`src/logic/lamp_adj_pkg.sv`:
```
// Constants and types for the status lamp and commutation adjust block
package lamp_adj_pkg;
    // Clock rate and documented times
    localparam longint unsigned CLK_HZ = 64'h0000_0000_0BEB_C200;
    localparam longint unsigned INIT_TIME_S = 64'h0000_0000_0000_0005;
    localparam longint unsigned CONN_TIME_S = 64'h0000_0000_0000_0014;
    localparam longint unsigned BLINK_HZ = 64'h0000_0000_0000_0002;
    localparam int unsigned CNT_W = 33;
    localparam logic [CNT_W-1:0] INIT_CYC = CNT_W'(INIT_TIME_S * CLK_HZ);
    localparam logic [CNT_W-1:0] CONN_CYC = CNT_W'(CONN_TIME_S * CLK_HZ);
    // Half of one blink period, rounded down
    localparam logic [CNT_W-1:0] BLINK_HALF_CYC = CNT_W'(CLK_HZ / (BLINK_HZ * 2));

    // Parameter numbers
    localparam logic [15:0] NUM_IDENTIFY = 16'h0090;
    localparam logic [15:0] NUM_TRIGGER = 16'h07C6;
    localparam logic [15:0] NUM_OFFSET = 16'h01AF;
    localparam logic [15:0] ENC_FIRST = 16'h0190;
    localparam logic [15:0] ENC_LAST = 16'h01F3;

    // Parameter values
    localparam logic [31:0] IDENT_ON = 32'h0000_0001;
    localparam logic [31:0] IDENT_OFF = 32'h0000_0000;
    localparam logic [31:0] TRIG_IDLE = 32'h0000_0000;
    localparam logic [31:0] TRIG_RUN = 32'h0000_0001;
    localparam logic [31:0] OFFSET_RST = 32'h0000_0000;

    typedef enum logic [2:0] {
        ACC_STANDARD,
        ACC_EXTENDED,
        ACC_EXPERT,
        ACC_SERVICE,
        ACC_MACRO
    } access_level_type;

    localparam access_level_type LVL_IDENTIFY = ACC_EXTENDED;
    localparam access_level_type LVL_TRIGGER = ACC_EXPERT;
    localparam access_level_type LVL_OFFSET = ACC_SERVICE;

    typedef enum logic [1:0] {PH_IDLE, PH_INIT, PH_CONNECT, PH_RUN} phase_type;

    typedef struct packed {
        logic green;
        logic red;
    } lamp_type;

    localparam lamp_type LAMP_OFF = '{green: 1'h0, red: 1'h0};
    localparam lamp_type LAMP_RED = '{green: 1'h0, red: 1'h1};
    localparam lamp_type LAMP_GREEN = '{green: 1'h1, red: 1'h0};
    localparam lamp_type LAMP_ORANGE = '{green: 1'h1, red: 1'h1};

    typedef struct packed {
        logic [15:0] num;
        logic [31:0] data;
        access_level_type level;
        logic password_ok;
        logic via_macro;
    } param_req_type;

    typedef struct packed {
        logic done;
        logic ok;
        logic denied;
        logic unknown;
    } param_resp_type;
endpackage : lamp_adj_pkg

```
`src/logic/phase_timer.sv`:
```
// Down counter that pulses once a loaded number of cycles has elapsed
`timescale 1ns/100ps
module phase_timer #(
    parameter int unsigned W = lamp_adj_pkg::CNT_W
) (
    input logic ref_clk_in,
    input logic rstn_in,
    input logic load_in,
    input logic [W-1:0] count_in,
    output logic expire_out
);
    logic [W-1:0] cnt_r;
    logic active_r;

    // Load wins over a running count so a periodic user can reload on expiry
    always_ff @(posedge ref_clk_in)
    begin
        if (!rstn_in)
        begin
            cnt_r <= '0;
            active_r <= 1'b0;
        end
        else if (load_in)
        begin
            cnt_r <= count_in - 1'b1;
            active_r <= 1'b1;
        end
        else if (active_r)
        begin
            if (cnt_r == '0)
                active_r <= 1'b0;
            else
                cnt_r <= cnt_r - 1'b1;
        end
    end

    assign expire_out = active_r && (cnt_r == '0);
endmodule : phase_timer

```
`src/logic/param_gate.sv`:
```
// Access level check and number decode for parameter writes
`timescale 1ns/100ps
module param_gate (
    input lamp_adj_pkg::param_req_type req_in,
    output logic known_out,
    output lamp_adj_pkg::access_level_type level_out,
    output logic granted_out
);
    logic in_enc;

    always_comb
    begin
        in_enc = (req_in.num >= lamp_adj_pkg::ENC_FIRST) &&
            (req_in.num <= lamp_adj_pkg::ENC_LAST);
        known_out = 1'b1;
        level_out = lamp_adj_pkg::ACC_STANDARD;
        unique case (req_in.num)
            lamp_adj_pkg::NUM_IDENTIFY: level_out = lamp_adj_pkg::LVL_IDENTIFY;
            lamp_adj_pkg::NUM_TRIGGER: level_out = lamp_adj_pkg::LVL_TRIGGER;
            lamp_adj_pkg::NUM_OFFSET:
            begin
                // Encoder parameters only answer inside their own range
                known_out = in_enc;
                level_out = lamp_adj_pkg::LVL_OFFSET;
            end
            default: known_out = 1'b0;
        endcase
        granted_out = known_out && (req_in.level >= level_out);
        if (level_out == lamp_adj_pkg::ACC_SERVICE)
            granted_out = granted_out && req_in.password_ok;
        if (level_out == lamp_adj_pkg::ACC_MACRO)
            granted_out = known_out && req_in.via_macro;
    end
endmodule : param_gate

```
`src/logic/encoder_status_led_and_adjust.sv`:
```
// Ready lamp sequencing and commutation adjust handshake of the encoder
// What this block does
// - Red lamp about five seconds at start-up
// - Then orange about twenty seconds for link setup
// - Steady green in normal data exchange
// - Steady red on a measuring error in the running phase
// - Orange means green and red lit together
// - Identify set to one blinks at 2 Hz, in the running phase only
// - Adjust trigger returns to zero by itself
// - Stored offset loads into offset parameter automatically
// - Five access levels; service needs password, macro macro
// - Encoder parameters lie in 0400 to 0499
`timescale 1ns/100ps
module encoder_status_led_and_adjust #(
    parameter logic [lamp_adj_pkg::CNT_W-1:0] INIT_CYCLES = lamp_adj_pkg::INIT_CYC,
    parameter logic [lamp_adj_pkg::CNT_W-1:0] CONN_CYCLES = lamp_adj_pkg::CONN_CYC,
    parameter logic [lamp_adj_pkg::CNT_W-1:0] BLINK_CYCLES = lamp_adj_pkg::BLINK_HALF_CYC
) (
    input logic ref_clk_in,
    input logic rstn_in,
    input logic attached_in,
    input logic data_exchange_in,
    input logic meas_error_in,
    input logic param_req_valid_in,
    input lamp_adj_pkg::param_req_type param_req_in,
    input logic ident_done_in,
    input logic offset_stored_in,
    input logic [31:0] offset_calc_in,
    output lamp_adj_pkg::lamp_type lamp_out,
    output logic ident_start_out,
    output logic [31:0] identify_value_out,
    output logic [31:0] trigger_value_out,
    output logic [31:0] offset_value_out,
    output lamp_adj_pkg::param_resp_type param_resp_out
);
    localparam int unsigned W = lamp_adj_pkg::CNT_W;

    lamp_adj_pkg::phase_type ph_r;
    lamp_adj_pkg::phase_type ph_nxt;
    logic ph_load;
    logic [W-1:0] ph_count;
    logic ph_expire;

    logic blink_active;
    logic blink_active_r;
    logic blink_load;
    logic blink_expire;
    logic blink_phase_r;

    lamp_adj_pkg::lamp_type lamp_r;
    lamp_adj_pkg::lamp_type lamp_nxt;
    lamp_adj_pkg::lamp_type lamp_base;

    logic known;
    logic granted;
    lamp_adj_pkg::access_level_type level;
    logic wr_ok;
    logic trig_start;
    logic [31:0] identify_r;
    logic [31:0] trigger_r;
    logic [31:0] offset_r;
    logic ident_start_r;
    lamp_adj_pkg::param_resp_type param_resp_r;

    // Start-up phase sequencing; a lost attachment starts over
    always_comb
    begin
        ph_nxt = ph_r;
        ph_load = 1'b0;
        ph_count = INIT_CYCLES;
        unique case (ph_r)
            lamp_adj_pkg::PH_IDLE:
            begin
                if (attached_in)
                begin
                    ph_nxt = lamp_adj_pkg::PH_INIT;
                    ph_load = 1'b1;
                end
            end
            lamp_adj_pkg::PH_INIT:
            begin
                if (ph_expire)
                begin
                    ph_nxt = lamp_adj_pkg::PH_CONNECT;
                    ph_load = 1'b1;
                    ph_count = CONN_CYCLES;
                end
            end
            lamp_adj_pkg::PH_CONNECT:
            begin
                if (ph_expire)
                    ph_nxt = lamp_adj_pkg::PH_RUN;
            end
            lamp_adj_pkg::PH_RUN:
            begin
                ph_nxt = lamp_adj_pkg::PH_RUN;
            end
        endcase
        if (!attached_in)
        begin
            ph_nxt = lamp_adj_pkg::PH_IDLE;
            ph_load = 1'b0;
        end
    end

    always_ff @(posedge ref_clk_in)
    begin
        if (!rstn_in)
            ph_r <= lamp_adj_pkg::PH_IDLE;
        else
            ph_r <= ph_nxt;
    end

    phase_timer #(.W(W)) u_phase_timer (
        .ref_clk_in(ref_clk_in),
        .rstn_in(rstn_in),
        .load_in(ph_load),
        .count_in(ph_count),
        .expire_out(ph_expire)
    );

    // Identification blink, only once the link is in normal running
    assign blink_active = (ph_r == lamp_adj_pkg::PH_RUN) &&
        (identify_r == lamp_adj_pkg::IDENT_ON);
    assign blink_load = blink_active && (!blink_active_r || blink_expire);

    always_ff @(posedge ref_clk_in)
    begin
        if (!rstn_in)
        begin
            blink_active_r <= 1'b0;
            blink_phase_r <= 1'b0;
        end
        else
        begin
            blink_active_r <= blink_active;
            if (!blink_active)
                blink_phase_r <= 1'b0;
            else if (blink_expire && blink_active_r)
                blink_phase_r <= !blink_phase_r;
        end
    end

    phase_timer #(.W(W)) u_blink_timer (
        .ref_clk_in(ref_clk_in),
        .rstn_in(rstn_in),
        .load_in(blink_load),
        .count_in(BLINK_CYCLES),
        .expire_out(blink_expire)
    );

    // Lamp colour; error outranks data exchange
    always_comb
    begin
        if (meas_error_in)
            lamp_base = lamp_adj_pkg::LAMP_RED;
        else if (data_exchange_in)
            lamp_base = lamp_adj_pkg::LAMP_GREEN;
        else
            lamp_base = lamp_adj_pkg::LAMP_ORANGE;
        unique case (ph_r)
            lamp_adj_pkg::PH_IDLE: lamp_nxt = lamp_adj_pkg::LAMP_OFF;
            lamp_adj_pkg::PH_INIT: lamp_nxt = lamp_adj_pkg::LAMP_RED;
            lamp_adj_pkg::PH_CONNECT: lamp_nxt = lamp_adj_pkg::LAMP_ORANGE;
            lamp_adj_pkg::PH_RUN:
            begin
                if (blink_active && blink_phase_r)
                    lamp_nxt = lamp_adj_pkg::LAMP_ORANGE;
                else
                    lamp_nxt = lamp_base;
            end
        endcase
    end

    always_ff @(posedge ref_clk_in)
    begin
        if (!rstn_in)
            lamp_r <= lamp_adj_pkg::LAMP_OFF;
        else
            lamp_r <= lamp_nxt;
    end

    param_gate u_param_gate (
        .req_in(param_req_in),
        .known_out(known),
        .level_out(level),
        .granted_out(granted)
    );

    assign wr_ok = param_req_valid_in && granted;
    // Only a 0 to 1 change starts the procedure; writes while busy are ignored
    assign trig_start = wr_ok && (param_req_in.num == lamp_adj_pkg::NUM_TRIGGER) &&
        (trigger_r == lamp_adj_pkg::TRIG_IDLE) &&
        (param_req_in.data == lamp_adj_pkg::TRIG_RUN);

    always_ff @(posedge ref_clk_in)
    begin
        if (!rstn_in)
            identify_r <= lamp_adj_pkg::IDENT_OFF;
        else if (wr_ok && (param_req_in.num == lamp_adj_pkg::NUM_IDENTIFY))
            identify_r <= param_req_in.data;
    end

    always_ff @(posedge ref_clk_in)
    begin
        if (!rstn_in)
        begin
            trigger_r <= lamp_adj_pkg::TRIG_IDLE;
            ident_start_r <= 1'b0;
        end
        else
        begin
            ident_start_r <= trig_start;
            if (trig_start)
                trigger_r <= lamp_adj_pkg::TRIG_RUN;
            else if (ident_done_in)
                trigger_r <= lamp_adj_pkg::TRIG_IDLE;
        end
    end

    // The stored result wins over a write in the same cycle
    always_ff @(posedge ref_clk_in)
    begin
        if (!rstn_in)
            offset_r <= lamp_adj_pkg::OFFSET_RST;
        else if (offset_stored_in)
            offset_r <= offset_calc_in;
        else if (wr_ok && (param_req_in.num == lamp_adj_pkg::NUM_OFFSET))
            offset_r <= param_req_in.data;
    end

    always_ff @(posedge ref_clk_in)
    begin
        if (!rstn_in)
            param_resp_r <= '0;
        else
        begin
            param_resp_r.done <= param_req_valid_in;
            param_resp_r.ok <= wr_ok;
            param_resp_r.denied <= param_req_valid_in && known && !granted;
            param_resp_r.unknown <= param_req_valid_in && !known;
        end
    end

    assign lamp_out = lamp_r;
    assign ident_start_out = ident_start_r;
    assign identify_value_out = identify_r;
    assign trigger_value_out = trigger_r;
    assign offset_value_out = offset_r;
    assign param_resp_out = param_resp_r;

    // Helper counters read only by the checks below
    logic [W-1:0] ph_cycles_r;
    logic [W-1:0] blink_cycles_r;

    always_ff @(posedge ref_clk_in)
    begin
        if (!rstn_in || (ph_nxt != ph_r))
            ph_cycles_r <= '0;
        else
            ph_cycles_r <= ph_cycles_r + 1'b1;
    end

    always_ff @(posedge ref_clk_in)
    begin
        if (!rstn_in || blink_load)
            blink_cycles_r <= '0;
        else
            blink_cycles_r <= blink_cycles_r + 1'b1;
    end
endmodule : encoder_status_led_and_adjust

```
`config.mk`:
```
export PLATFORM = sky130hd
export DESIGN_NAME = encoder_status_led_and_adjust
export DESIGN_NICKNAME = d
export VERILOG_FILES = /design/src/logic/lamp_adj_pkg.sv /design/src/logic/phase_timer.sv /design/src/logic/param_gate.sv /design/src/logic/encoder_status_led_and_adjust.sv
export SDC_FILE = /design/constraint.sdc
export NUM_CORES = 1
export LEC_CHECK = 0
export ABC_AREA = 1
export BUFFER_PORTS_ARGS = -buffer_cell sky130_fd_sc_hd__buf_2
export CAP_MARGIN = 20
export CORE_ASPECT_RATIO = 0.6
export CORE_UTILIZATION = 35
export CTS_CLUSTER_SIZE = 24
export DETAILED_ROUTE_END_ITERATION = 10
export GPL_ROUTABILITY_DRIVEN = 1
export SETUP_SLACK_MARGIN = 0.15
export SYNTH_ARGS = -nofsm -noshare
export SYNTH_HDL_FRONTEND = slang
export SYNTH_SLANG_ARGS = --single-unit
export TNS_END_PERCENT = 1
```
`constraint.sdc`:
```
create_clock -name ref_clk_in -period 3.1 [get_ports ref_clk_in]
set_input_delay 0.465 -clock ref_clk_in [delete_from_list [all_inputs] [get_ports ref_clk_in]]
set_output_delay 0.465 -clock ref_clk_in [all_outputs]
set_load 0.05 [all_outputs]
```
==> results.tsv, run 1 <==
metric	value	unit
Comb pwr share	16.1	%
CTS tree	done	
Initial DRC Count	678	
Max-slew headroom	54.95	%
core area	0.02202	sq mm
post-DP HPWL	18700	microns
Setup WS post-layout	0.3986	ns
CP Data Required Time	3.45	ns
FP Rows	42	
Post-Route WL	24890	microns
first-pass GRT wire length	39790	microns
worst r2r src	u_phase_timer.cnt_r[18]$_SDFFE_PN0P_	
share of power burned in the clock network	44.5	%
Placer Congestion	0.9366	
Worst setup SP type	flop	
Area growth syn-to-layout	21.55	%
vias per cell	4.981	
final core utilization	43.43	%
Hold Fails Final Rpt	0	
Setup CP Type	flop to flop	
Final min period	2.701	ns
Final Slew Violations	0	
Avg Cell Area, Syn	6.496	sq um
Worst path max stage delay	0.36	ns
Final Cycle Share	87.14	%
GR Util All Layers	21.90	%
Setup TNS	0	ns
Hold Path Origin	offset_calc_in[19]	
Synth cell types	42	
PwrDens	521.1	mW/mm^2
post-synthesis sequential area ratio	36.65	%
Slew @ Worst Pin	0.6671	ns
Syn Inst Count	1211	
Crit path max-delay family	simple AND/OR/NAND/NOR gates	
CTS max path bufs	2	
maxcap violations	0	
Clk Latency, worst-skew pair	0.43	ns
initial antenna violation count	1	
R2R depth	16	
Post-Syn Area	0.007866	sq mm
Pre-antenna DRT Iters	6	
clock sinks	144	
critical-path cell list	nor2_1 > nand2_1 > nor2_1 > nand2_1 > nor2_2 > nand4_2 > buf_4 > nand3_1 > nand2_1 > nor2_1 > nand3_1 > nor2_4 > nand2_1 > nand2_1 > nand3_1 > o21ai_1	
switching share of power	29.50	%
n_diodes	0	
grt total ovfl	0	
Worst VDD drop	385.1	uV
clk_skew	0.01396	ns
H-tree depth	4	
drt drc	0	
Switching Power	1470	uW
CP bufs+invs	1	
RSZ-0062 raised after global routing	no	
Ports	196	
status	completed	
Routed Antenna Nets	0	
worst r2r dst	u_phase_timer.cnt_r[23]$_SDFFE_PN0P_	
dpl ws	0.2877	ns
die area	0.02310	sq mm
sequential power share	39.5	%
Die Ht	118.1	microns
Post-CTS Setup Inserts	0	
Avg WL per Cell	14.90	microns
Reg2Reg Setup Slack	0.40	ns
TritonCTS Buffers	17	
number of global-route vias before repair	7386	
synth warn	0	
Int Power	3513	uW
Finish-stage setup viols	0	
P_leak	0.004938	uW
CP Capture Type	flop	
CP dominant cell by count	nand2_1	
Crit-path slowest cell	dfxtp_1	
Port-buffer cells	163	
pin count of the biggest net entering global routing	76	
CP max FO	8	
clk slew on worst S/H paths	0.06	ns
Die Wd	195.5	microns
WHS Endpoint	offset_value_out[19]$_SDFFE_PN0P_	
Fmax achieved	370.2	MHz
WHS Path Cells	3	
nets@finish	1467	
Min-Delay Path Class	primary input to flop	
FF+latch count, synth	144	
total number of vias	8319	
layout cells sized above 1	18.14	%
initial core utilization	35.73	%
root buffer cell	clkbuf_16	
Critical Path AT	3.05	ns
## registers in the layout (all words and copies together), names as in the netlist
register                count
u_blink_timer.cnt_r        33
u_phase_timer.cnt_r        33
identify_value_out         32
offset_value_out           32
param_resp_out              4
lamp_out                    2
ph_r                        2
blink_active_r              1
blink_phase_r               1
ident_start_out             1
trigger_value_out           1
u_blink_timer.active_r      1
u_phase_timer.active_r      1
## power by group through the flow
stage / Combinational, uW / Clock (uW) / Sequential, uW
after floorplan: 497 / 0 / 2090
after global placement: 779 / 0 / 2000
after detailed placement: 784 / 0 / 2010
after CTS: 788 / 2260 / 1970
after global routing: 874 / 2340 / 1970
final: 801 / 2220 / 1970
## placed cells by master (no fill, tap or decap), drive strengths merged
| master | count |
|---|---|
| a2111oi | 2 |
| a21oi | 83 |
| a31oi | 11 |
| buf | 183 |
| bufinv | 4 |
| clkbuf | 20 |
| clkinv | 2 |
| clkinvlp | 5 |
| conb | 31 |
| dfxtp | 144 |
| ha | 3 |
| inv | 167 |
| nand2 | 258 |
| nand3 | 84 |
| nand3b | 5 |
| nand4 | 22 |
| nor2 | 170 |
| nor3 | 27 |
| nor3b | 5 |
| nor4 | 21 |
| nor4b | 3 |
| o211ai | 4 |
| o21ai | 111 |
| o31ai | 2 |
| o41ai | 2 |
| or2 | 8 |
| or4 | 3 |
| xor2 | 4 |
## routing by layer
metal / part of all wire [%] / track usage [%] / up-vias
li1: - / - / 4205
met1: 53 / 35.10 / 3754
met2: 36 / 27.81 / 340
met3: 9.6 / 5.702 / 20
met4: 0.94 / 5.266 / 0
met5: 0 / 0 / -
## timing repair
| item | in CTS | in global routing |
|---|---|---|
| hold buffers | 0 | 0 |
| gates resized for setup | 0 | 3 |
| endpoints found under the setup margin | 0 | 5 |
## worst max-delay path by stage
stage / from / to / slack (ns) / cells past startpoint
5_1_grt: u_phase_timer.cnt_r[18]$_SDFFE_PN0P_ / u_phase_timer.cnt_r[31]$_SDFFE_PN0P_ / 0.20 / 16
6_report: u_phase_timer.cnt_r[18]$_SDFFE_PN0P_ / u_phase_timer.cnt_r[23]$_SDFFE_PN0P_ / 0.40 / 16
2_1_floorplan: param_req_in[47] / offset_value_out[0]$_SDFFE_PN0P_ / 0.65 / 16
3_3_place_gp: param_req_in[46] / identify_value_out[19]$_SDFFE_PN0P_ / 0.33 / 17
3_5_place_dp: param_req_in[46] / identify_value_out[19]$_SDFFE_PN0P_ / 0.29 / 17
4_1_cts: u_phase_timer.cnt_r[2]$_SDFFE_PN0P_ / u_phase_timer.cnt_r[31]$_SDFFE_PN0P_ / 0.36 / 16
## cell usage after synthesis (all sizes together)
| library cell | n | area share (%) |
|---|---|---|
| dfxtp | 144 | 37 |
| conb | 1 | 0.048 |
| or2 | 8 | 0.64 |
| xor2 | 4 | 0.45 |
| inv | 166 | 7.9 |
| nor3b | 5 | 0.48 |
| ha | 3 | 0.48 |
| a2111oi | 2 | 0.22 |
| nor4 | 21 | 1.7 |
| nand3 | 84 | 5.9 |
| o211ai | 4 | 0.38 |
| o21ai | 111 | 7.1 |
| nor2 | 170 | 8.4 |
| nand4 | 22 | 1.9 |
| clkbuf | 33 | 1.7 |
| buf | 39 | 3.7 |
| o41ai | 2 | 0.22 |
| a31oi | 11 | 0.87 |
| o31ai | 2 | 0.37 |
| nand2 | 258 | 13 |
| nor3 | 27 | 1.8 |
| or4 | 3 | 0.29 |
| nor4b | 3 | 0.33 |
| nand3b | 5 | 0.64 |
| a21oi | 83 | 5.3 |
## cell families after synthesis
family / synth area share, %
AOI/OAI and AO/OA: 14.46
xor gates and xnor gates: 0.4453
other: 0.04767
DFF: 36.65
adders and majority gates: 0.4772
buffers and inverters: 13.31
and+or+nand+nor: 34.61
## worst min-delay path, cell delays in order
cell and delay, ns:
buf_2 0.10, nand2_1 0.05, a31oi_1 0.07
## cell type report
class	count	area, sq um
tap	286	357.8
fill	2315	12460
clock buffer	20	446.7
multi-input combinational	859	4066
inverter	166	623.1
timing repair buffer	183	1001
clock inverter	12	183.9
sequential	144	2883
## through the flow
stage	power (uW)	instance area (sq um)	hold WS [ns]	std cells
6_report	4983	9562	0.2979	1670
5_1_grt	5191	9562	0.2891	1670
4_1_cts	5009	9552	0.2837	1670
3_5_place_dp	2790	8921	0.4499	1638
3_3_place_gp	2784	8916	0.4456	1637
2_1_floorplan	2585	7979	0.4224	1241
Power figures use the tool's default switching activity.
==> run 2, diff against run 1 <==
PLACE_DENSITY = 0.61   (was unset)
==> run 2 against run 1 <==
First-iteration DRC count fell by 14%. Clock skew is 0.0048 ns lower. Critical endpoint is now u_phase_timer.cnt_r[31]$_SDFFE_PN0P_. Count of clock-buffer cells in the layout fell by 1. Maximum frequency is 0.17% higher. Global-route usage shrank 0.75 points. Highest routed layer unchanged. Non-clock buffer count rose by 4. Die area did not move. Core utilization increased by 0.19 points. Sequential power is essentially flat. Routed wire length shrank 2.5%. Worst setup slack better by 0.0047 ns.
==> results.tsv, run 2 (synthesized netlist as in run 1, its figures left out) <==
metric	value	unit	change
Post-Route WL	24260	microns	was 24,890 microns
CP dominant cell by count	nand2_1		unchanged
total number of vias	8289		was 8,319
Setup crit start	u_phase_timer.cnt_r[2]$_SDFFE_PN0P_		was u_phase_timer.cnt_r[18]$_SDFFE_PN0P_
initial antenna violation count	1		unchanged
Finish-stage setup viols	0		unchanged
Finished Cell Area	0.009604	sq mm	was 0.009562 sq mm
GR Util All Layers	21.15	%	was 21.90%
Die Wd	195.5	microns	unchanged
Slew @ Worst Pin	0.7920	ns	was 0.6671 ns
Final Cycle Share	86.99	%	was 87.14%
CP Capture Type	flop		unchanged
H-tree depth	4		unchanged
Hold Fails Final Rpt	0		unchanged
critical-path cell list	or2_0 > nor2_1 > nand2_1 > nor2_2 > nand4_2 > buf_4 > a21oi_2 > nand2_1 > nor2_1 > nand2_1 > nor2_1 > nand2_1 > nand2_1 > nand3_1 > nand2_1 > inv_1		was nor2_1 > nand2_1 > nor2_1 > nand2_1 > nor2_2 > nand4_2 > buf_4 > nand3_1 > nand2_1 > nor2_1 > nand3_1 > nor2_4 > nand2_1 > nand2_1 > nand3_1 > o21ai_1
largest registers	u_blink_timer.cnt_r (33), u_phase_timer.cnt_r (33)		unchanged
CP max FO	8		unchanged
first-pass GRT wire length	38760	microns	was 39,790 microns
die area	0.02310	sq mm	unchanged
drt drc	0		unchanged
Worst path max stage delay	0.36	ns	about the same
CTS tree	done		unchanged
Post-CTS Setup Inserts	0		unchanged
clk_skew	0.009182	ns	was 0.01396 ns
Worst setup SP type	flop		unchanged
DP Area	0.008954	sq mm	was 0.008921 sq mm
Max-slew headroom	46.51	%	was 54.95%
dpl ws	0.2957	ns	was 0.2877 ns
clock sinks	144		unchanged
maxcap violations	0		unchanged
R2R depth	16		unchanged
Fmax achieved	370.8	MHz	was 370.2 MHz
P_leak	0.004975	uW	was 0.004938 uW
Critical Path AT	3.02	ns	was 3.05 ns
WHS Endpoint	identify_value_out[9]$_SDFFE_PN0P_		was offset_value_out[19]$_SDFFE_PN0P_
root buffer cell	clkbuf_16		unchanged
post-DP HPWL	18390	microns	was 18,700 microns
FP Rows	42		unchanged
CTS max path bufs	2		unchanged
initial core utilization	35.73	%	unchanged
Avg WL per Cell	14.49	microns	was 14.90 microns
Clk Latency, worst-skew pair	0.42	ns	was 0.43 ns
Final Slew Violations	0		unchanged
CP Data Required Time	3.43	ns	was 3.45 ns
Routed Antenna Nets	0		unchanged
Die Ht	118.1	microns	unchanged
TritonCTS Buffers	17		unchanged
PwrDens	520.0	mW/mm^2	was 521.1 mW/mm^2
WHS Path Cells	3		unchanged
Setup TNS	0	ns	unchanged
Placer Congestion	0.9179		was 0.9366
most frequent cells in the layout	nand2_1 (250), inv_1 (163), buf_2 (163)		was nand2_1 (250), inv_1 (164), buf_2 (164)
grt total ovfl	0		unchanged
pin count of the biggest net entering global routing	62		was 76
clk slew on worst S/H paths	0.07	ns	was 0.06 ns
n_diodes	0		unchanged
worst r2r dst	u_phase_timer.cnt_r[31]$_SDFFE_PN0P_		was u_phase_timer.cnt_r[23]$_SDFFE_PN0P_
nets@finish	1471		was 1,467
RSZ-0062 raised after global routing	yes		was no
vias per cell	4.952		was 4.981
CP bufs+invs	2		was 1
status	completed		unchanged
commonest non-fill, non-tap cell in the layout	nand2_1		unchanged
Setup WS post-layout	0.4033	ns	was 0.3986 ns
Initial DRC Count	582		was 678
Area growth syn-to-layout	22.09	%	was 21.55%
Worst VDD drop	378.0	uV	was 385.1 uV
Crit path max-delay family	simple AND/OR/NAND/NOR gates		unchanged
Min-Delay Path Class	primary input to flop		unchanged
Reg2Reg Setup Slack	0.40	ns	about the same
layout cells sized above 1	18.44	%	was 18.14%
fin cells	1674		was 1,670
core area	0.02202	sq mm	unchanged
Hold Path Origin	param_req_in[14]		was offset_calc_in[19]
Ports	196		unchanged
final core utilization	43.62	%	was 43.43%
Final min period	2.697	ns	was 2.701 ns
Port-buffer cells	163		unchanged
worst r2r src	u_phase_timer.cnt_r[2]$_SDFFE_PN0P_		was u_phase_timer.cnt_r[18]$_SDFFE_PN0P_
number of global-route vias before repair	7385		was 7,386
Pre-antenna DRT Iters	5		was 6
Crit-path slowest cell	dfxtp_1		unchanged
placed insts	1642		was 1,638
Setup CP Type	flop to flop		unchanged
## run 2: cell count changes in the layout (fill, tap and decap cells not counted), sizes merged
cell / before / now
clkbuf: 20 / 19
inv: 167 / 166
buf: 183 / 187
clkinvlp: 5 / 2
clkinv: 2 / 7
## run 2: worst max path at each step
stage	endpoint	slack [ns]	cells past startpoint
6_report	u_phase_timer.cnt_r[31]$_SDFFE_PN0P_	0.40	16
5_1_grt	u_phase_timer.cnt_r[31]$_SDFFE_PN0P_	0.14	16
4_1_cts	u_phase_timer.cnt_r[22]$_SDFFE_PN0P_	0.36	12
3_5_place_dp	identify_value_out[21]$_SDFFE_PN0P_	0.30	17
3_3_place_gp	identify_value_out[21]$_SDFFE_PN0P_	0.34	17
2_1_floorplan	offset_value_out[0]$_SDFFE_PN0P_	0.65	16
## run 2: area by class of cell
type                            instances  area, sq um
Sequential cell                       144         2883
Multi-Input combinational cell        859         4069
Clock inverter                         13        185.2
Timing Repair Buffer                  187         1033
Tap cell                              286        357.8
Clock buffer                           19        452.9
Fill cell                            2320        12410
Inverter                              166        623.1
## run 2: per-layer routing
layer / vias up / GRT usage, % / part of all wire (%)
li1: 4202 / - / -
met1: 3785 / 33.53 / 53
met2: 290 / 28.37 / 39
met3: 12 / 4.814 / 7.9
met4: 0 / 3.986 / 0.54
met5: - / 0 / 0
## run 2: worst register-to-register path, stage by stage (launching register included)
cell     delay, ns
dfxtp_1       0.36
or2_0         0.24
nor2_1        0.21
nand2_1       0.11
nor2_2        0.13
nand4_2       0.26
buf_4         0.29
a21oi_2       0.23
nand2_1       0.10
nor2_1        0.14
nand2_1       0.14
nor2_1        0.11
nand2_1       0.06
nand2_1       0.06
nand3_1       0.08
nand2_1       0.07
inv_1         0.03
## run 2: timing repair
| action | CTS | global route |
|---|---|---|
| setup endpoints to repair | 0 | 11 |
| resized for setup | 0 | 3 |
| hold buffers | 0 | 0 |
## run 2: power by group
group | switching [uW] | internal (uW)
registers | 50.2 | 1920
clock network | 833 | 1390
logic | 573 | 230
## run 2: through the flow
step                      power (uW)  hold slack (ns)
after global routing            5191           0.3079
after CTS                       5013           0.2926
after global placement          2791           0.4348
after floorplan                 2585           0.4224
after detailed placement        2794           0.4499
final                           4994           0.3054
==> run 3, diff against run 2 <==
CORE_UTILIZATION = 54   (was 35)
PLACE_DENSITY = 0.86   (was 0.61)
==> run 3 against run 2 <==
Combinational power decreased by 2%. Cell count decreased by 5.9%. Count of clock-buffer cells in the layout decreased by 2. Critical path type unchanged. Hold slack got worse by 0.0070 ns. Sequential share of layout area up 0.78 points. Clock skew rose by 0.0050 ns. Highest routed layer unchanged. Core utilization grew 24 points. Cell area fell by 2.5%. Critical path depth decreased by 1. Largest power group unchanged. Sequential power about the same.
==> results.tsv, run 3 (synthesized netlist as in run 1, its figures left out) <==
metric	value	unit	change
status	completed		unchanged
FP Rows	33		was 42
drt drc	0		unchanged
Hold Fails Final Rpt	0		unchanged
Post-CTS Setup Inserts	0		unchanged
CP max FO	8		unchanged
Die Wd	157.8	microns	was 195.5 microns
root buffer cell	clkbuf_16		unchanged
largest registers	u_blink_timer.cnt_r (33), u_phase_timer.cnt_r (33)		unchanged
Avg WL per Cell	15.02	microns	was 14.49 microns
Fmax achieved	350.7	MHz	was 370.8 MHz
nets@finish	1466		was 1,471
Hold Buf Count CTS	0		unchanged
Ports	196		unchanged
CP Capture Type	flop		unchanged
first-pass GRT wire length	39010	microns	was 38,760 microns
Switching Power	1543	uW	was 1456 uW
Die Ht	95.49	microns	was 118.1 microns
H-tree depth	4		unchanged
die area	0.01507	sq mm	was 0.02310 sq mm
commonest non-fill, non-tap cell in the layout	nand2_1		unchanged
grt total ovfl	0		unchanged
number of global-route vias before repair	8106		was 7,385
Slew @ Worst Pin	1.016	ns	was 0.7920 ns
Initial DRC Count	966		was 582
sequential power share	41.5	%	was 39.4%
CP Data Required Time	3.47	ns	was 3.43 ns
TritonCTS Buffers	17		unchanged
initial antenna violation count	0		was 1
GR Util All Layers	32.90	%	was 21.15%
Multi-input gate area	0.004061	sq mm	was 0.004069 sq mm
final core utilization	67.28	%	was 43.62%
CTS tree	done		unchanged
dpl ws	0.1301	ns	was 0.2957 ns
# resized after CTS	0		unchanged
switching share of power	32.56	%	was 29.16%
RSZ-0062 raised after global routing	yes		unchanged
Port-buffer cells	163		unchanged
clk_skew	0.01414	ns	was 0.009182 ns
Comb pwr share	16.6	%	was 16.1%
Worst VDD drop	246.2	uV	was 378.0 uV
pin count of the biggest net entering global routing	76		was 62
Routed Antenna Nets	0		unchanged
post-DP HPWL	16970	microns	was 18,390 microns
Setup TNS	0	ns	unchanged
Setup WS post-layout	0.2484	ns	was 0.4033 ns
Finish-stage setup viols	0		unchanged
most frequent cells in the layout	nand2_1 (251), inv_1 (163), buf_2 (163)		was nand2_1 (250), inv_1 (163), buf_2 (163)
fin cells	1575		was 1,674
Clk Latency, worst-skew pair	0.43	ns	was 0.42 ns
Setup CP Type	flop to flop		unchanged
Max-slew headroom	32.19	%	was 46.51%
Final Cycle Share	91.99	%	was 86.99%
core area	0.01391	sq mm	was 0.02202 sq mm
Pre-antenna DRT Iters	6		was 5
Sequential Area	0.002883	sq mm	unchanged
initial core utilization	56.53	%	was 35.73%
Placer Congestion	1.001		was 0.9179
Area growth syn-to-layout	19.01	%	was 22.09%
Final Slew Violations	0		unchanged
PwrDens	506.4	mW/mm^2	was 520.0 mW/mm^2
maxcap violations	0		unchanged
Min-Delay Path Class	primary input to flop		unchanged
vias per cell	5.491		was 4.952
fillcell total	1195		was 2,320
Critical Path AT	3.22	ns	was 3.02 ns
total number of vias	8649		was 8,289
P_leak	0.004912	uW	was 0.004975 uW
Post-Route WL	23660	microns	was 24,260 microns
share of power burned in the clock network	41.9	%	was 44.5%
placed insts	1543		was 1,642
Final min period	2.852	ns	was 2.697 ns
total power	4740	uW	was 4994 uW
clk slew on worst S/H paths	0.07	ns	about the same
CTS max path bufs	2		unchanged
Worst setup SP type	flop		unchanged
layout cells sized above 1	18.15	%	was 18.44%
clock sinks	144		unchanged
n_diodes	0		unchanged
Int Power	3197	uW	was 3537 uW
==> run 3: cell types whose count changed in the layout (fill, tap and decap cells not counted), moves of 2 or more <==
cell,before,now
buf_4,21,17
bufinv_16,4,0
clkbuf_8,2,0
clkinv_2,3,1
clkinv_4,3,0
clkinvlp_4,2,4
inv_6,1,6
inv_8,0,4
==> run 3: layer usage <==
layer	GRT usage, %	wire length [microns]	vias to the layer above
li1	-	-	4200
met1	45.02	10530	3880
met2	50.95	10090	526
met3	7.364	2680	43
met4	11.33	363	0
met5	0	0	-
==> run 3: per-stage QoR <==
| step | hold WS [ns] | area [sq um] |
|---|---|---|
| floorplan | 0.4224 | 7979 |
| CTS | 0.2956 | 9353 |
| detailed placement | 0.4414 | 8786 |
| global route | 0.3044 | 9361 |
| global placement | 0.4320 | 8786 |
| finish | 0.2985 | 9361 |
==> run 3: critical path: stages, from the launching register on <==
cell and delay, ns:
dfxtp_1 0.34, nor2_1 0.12, nand2_1 0.07, nor2_1 0.33, nand3_1 0.18, nor2_1 0.25
nand4_1 0.46, nand2_1 0.27, inv_1 0.08, nand3_1 0.15, inv_1 0.05, nand2_1 0.16
o21ai_0 0.12, nand3_1 0.08, nand3_1 0.06, inv_1 0.08
==> run 3: final timing paths <==
check,cells after the start,start,end,slack [ns]
max reg2reg,15,u_phase_timer.cnt_r[14]$_SDFFE_PN0P_,u_phase_timer.cnt_r[14]$_SDFFE_PN0P_,0.25
min,3,param_req_in[32],identify_value_out[27]$_SDFFE_PN0P_,0.30
max,15,u_phase_timer.cnt_r[14]$_SDFFE_PN0P_,u_phase_timer.cnt_r[14]$_SDFFE_PN0P_,0.25
min reg2reg,2,u_blink_timer.cnt_r[32]$_SDFFE_PP0P_,u_blink_timer.cnt_r[32]$_SDFFE_PP0P_,0.45
==> run 3: final cells by class <==
class / instances / share of cell area (%)
inverter: 166 / 6.696
clock buffer: 17 / 4.544
tap: 192 / 2.566
multi-input combinational: 859 / 43.38
timing repair buffer: 182 / 10.51
clock inverter: 15 / 1.510
sequential: 144 / 30.79
==> run 3: power by group through the flow <==
stage,combinational (uW),clock (uW),sequential [uW]
CTS,768,1990,1970
detailed placement,760,0,2010
finish,785,1990,1970
floorplan,497,0,2090
global route,857,2090,1970
global placement,746,0,2000
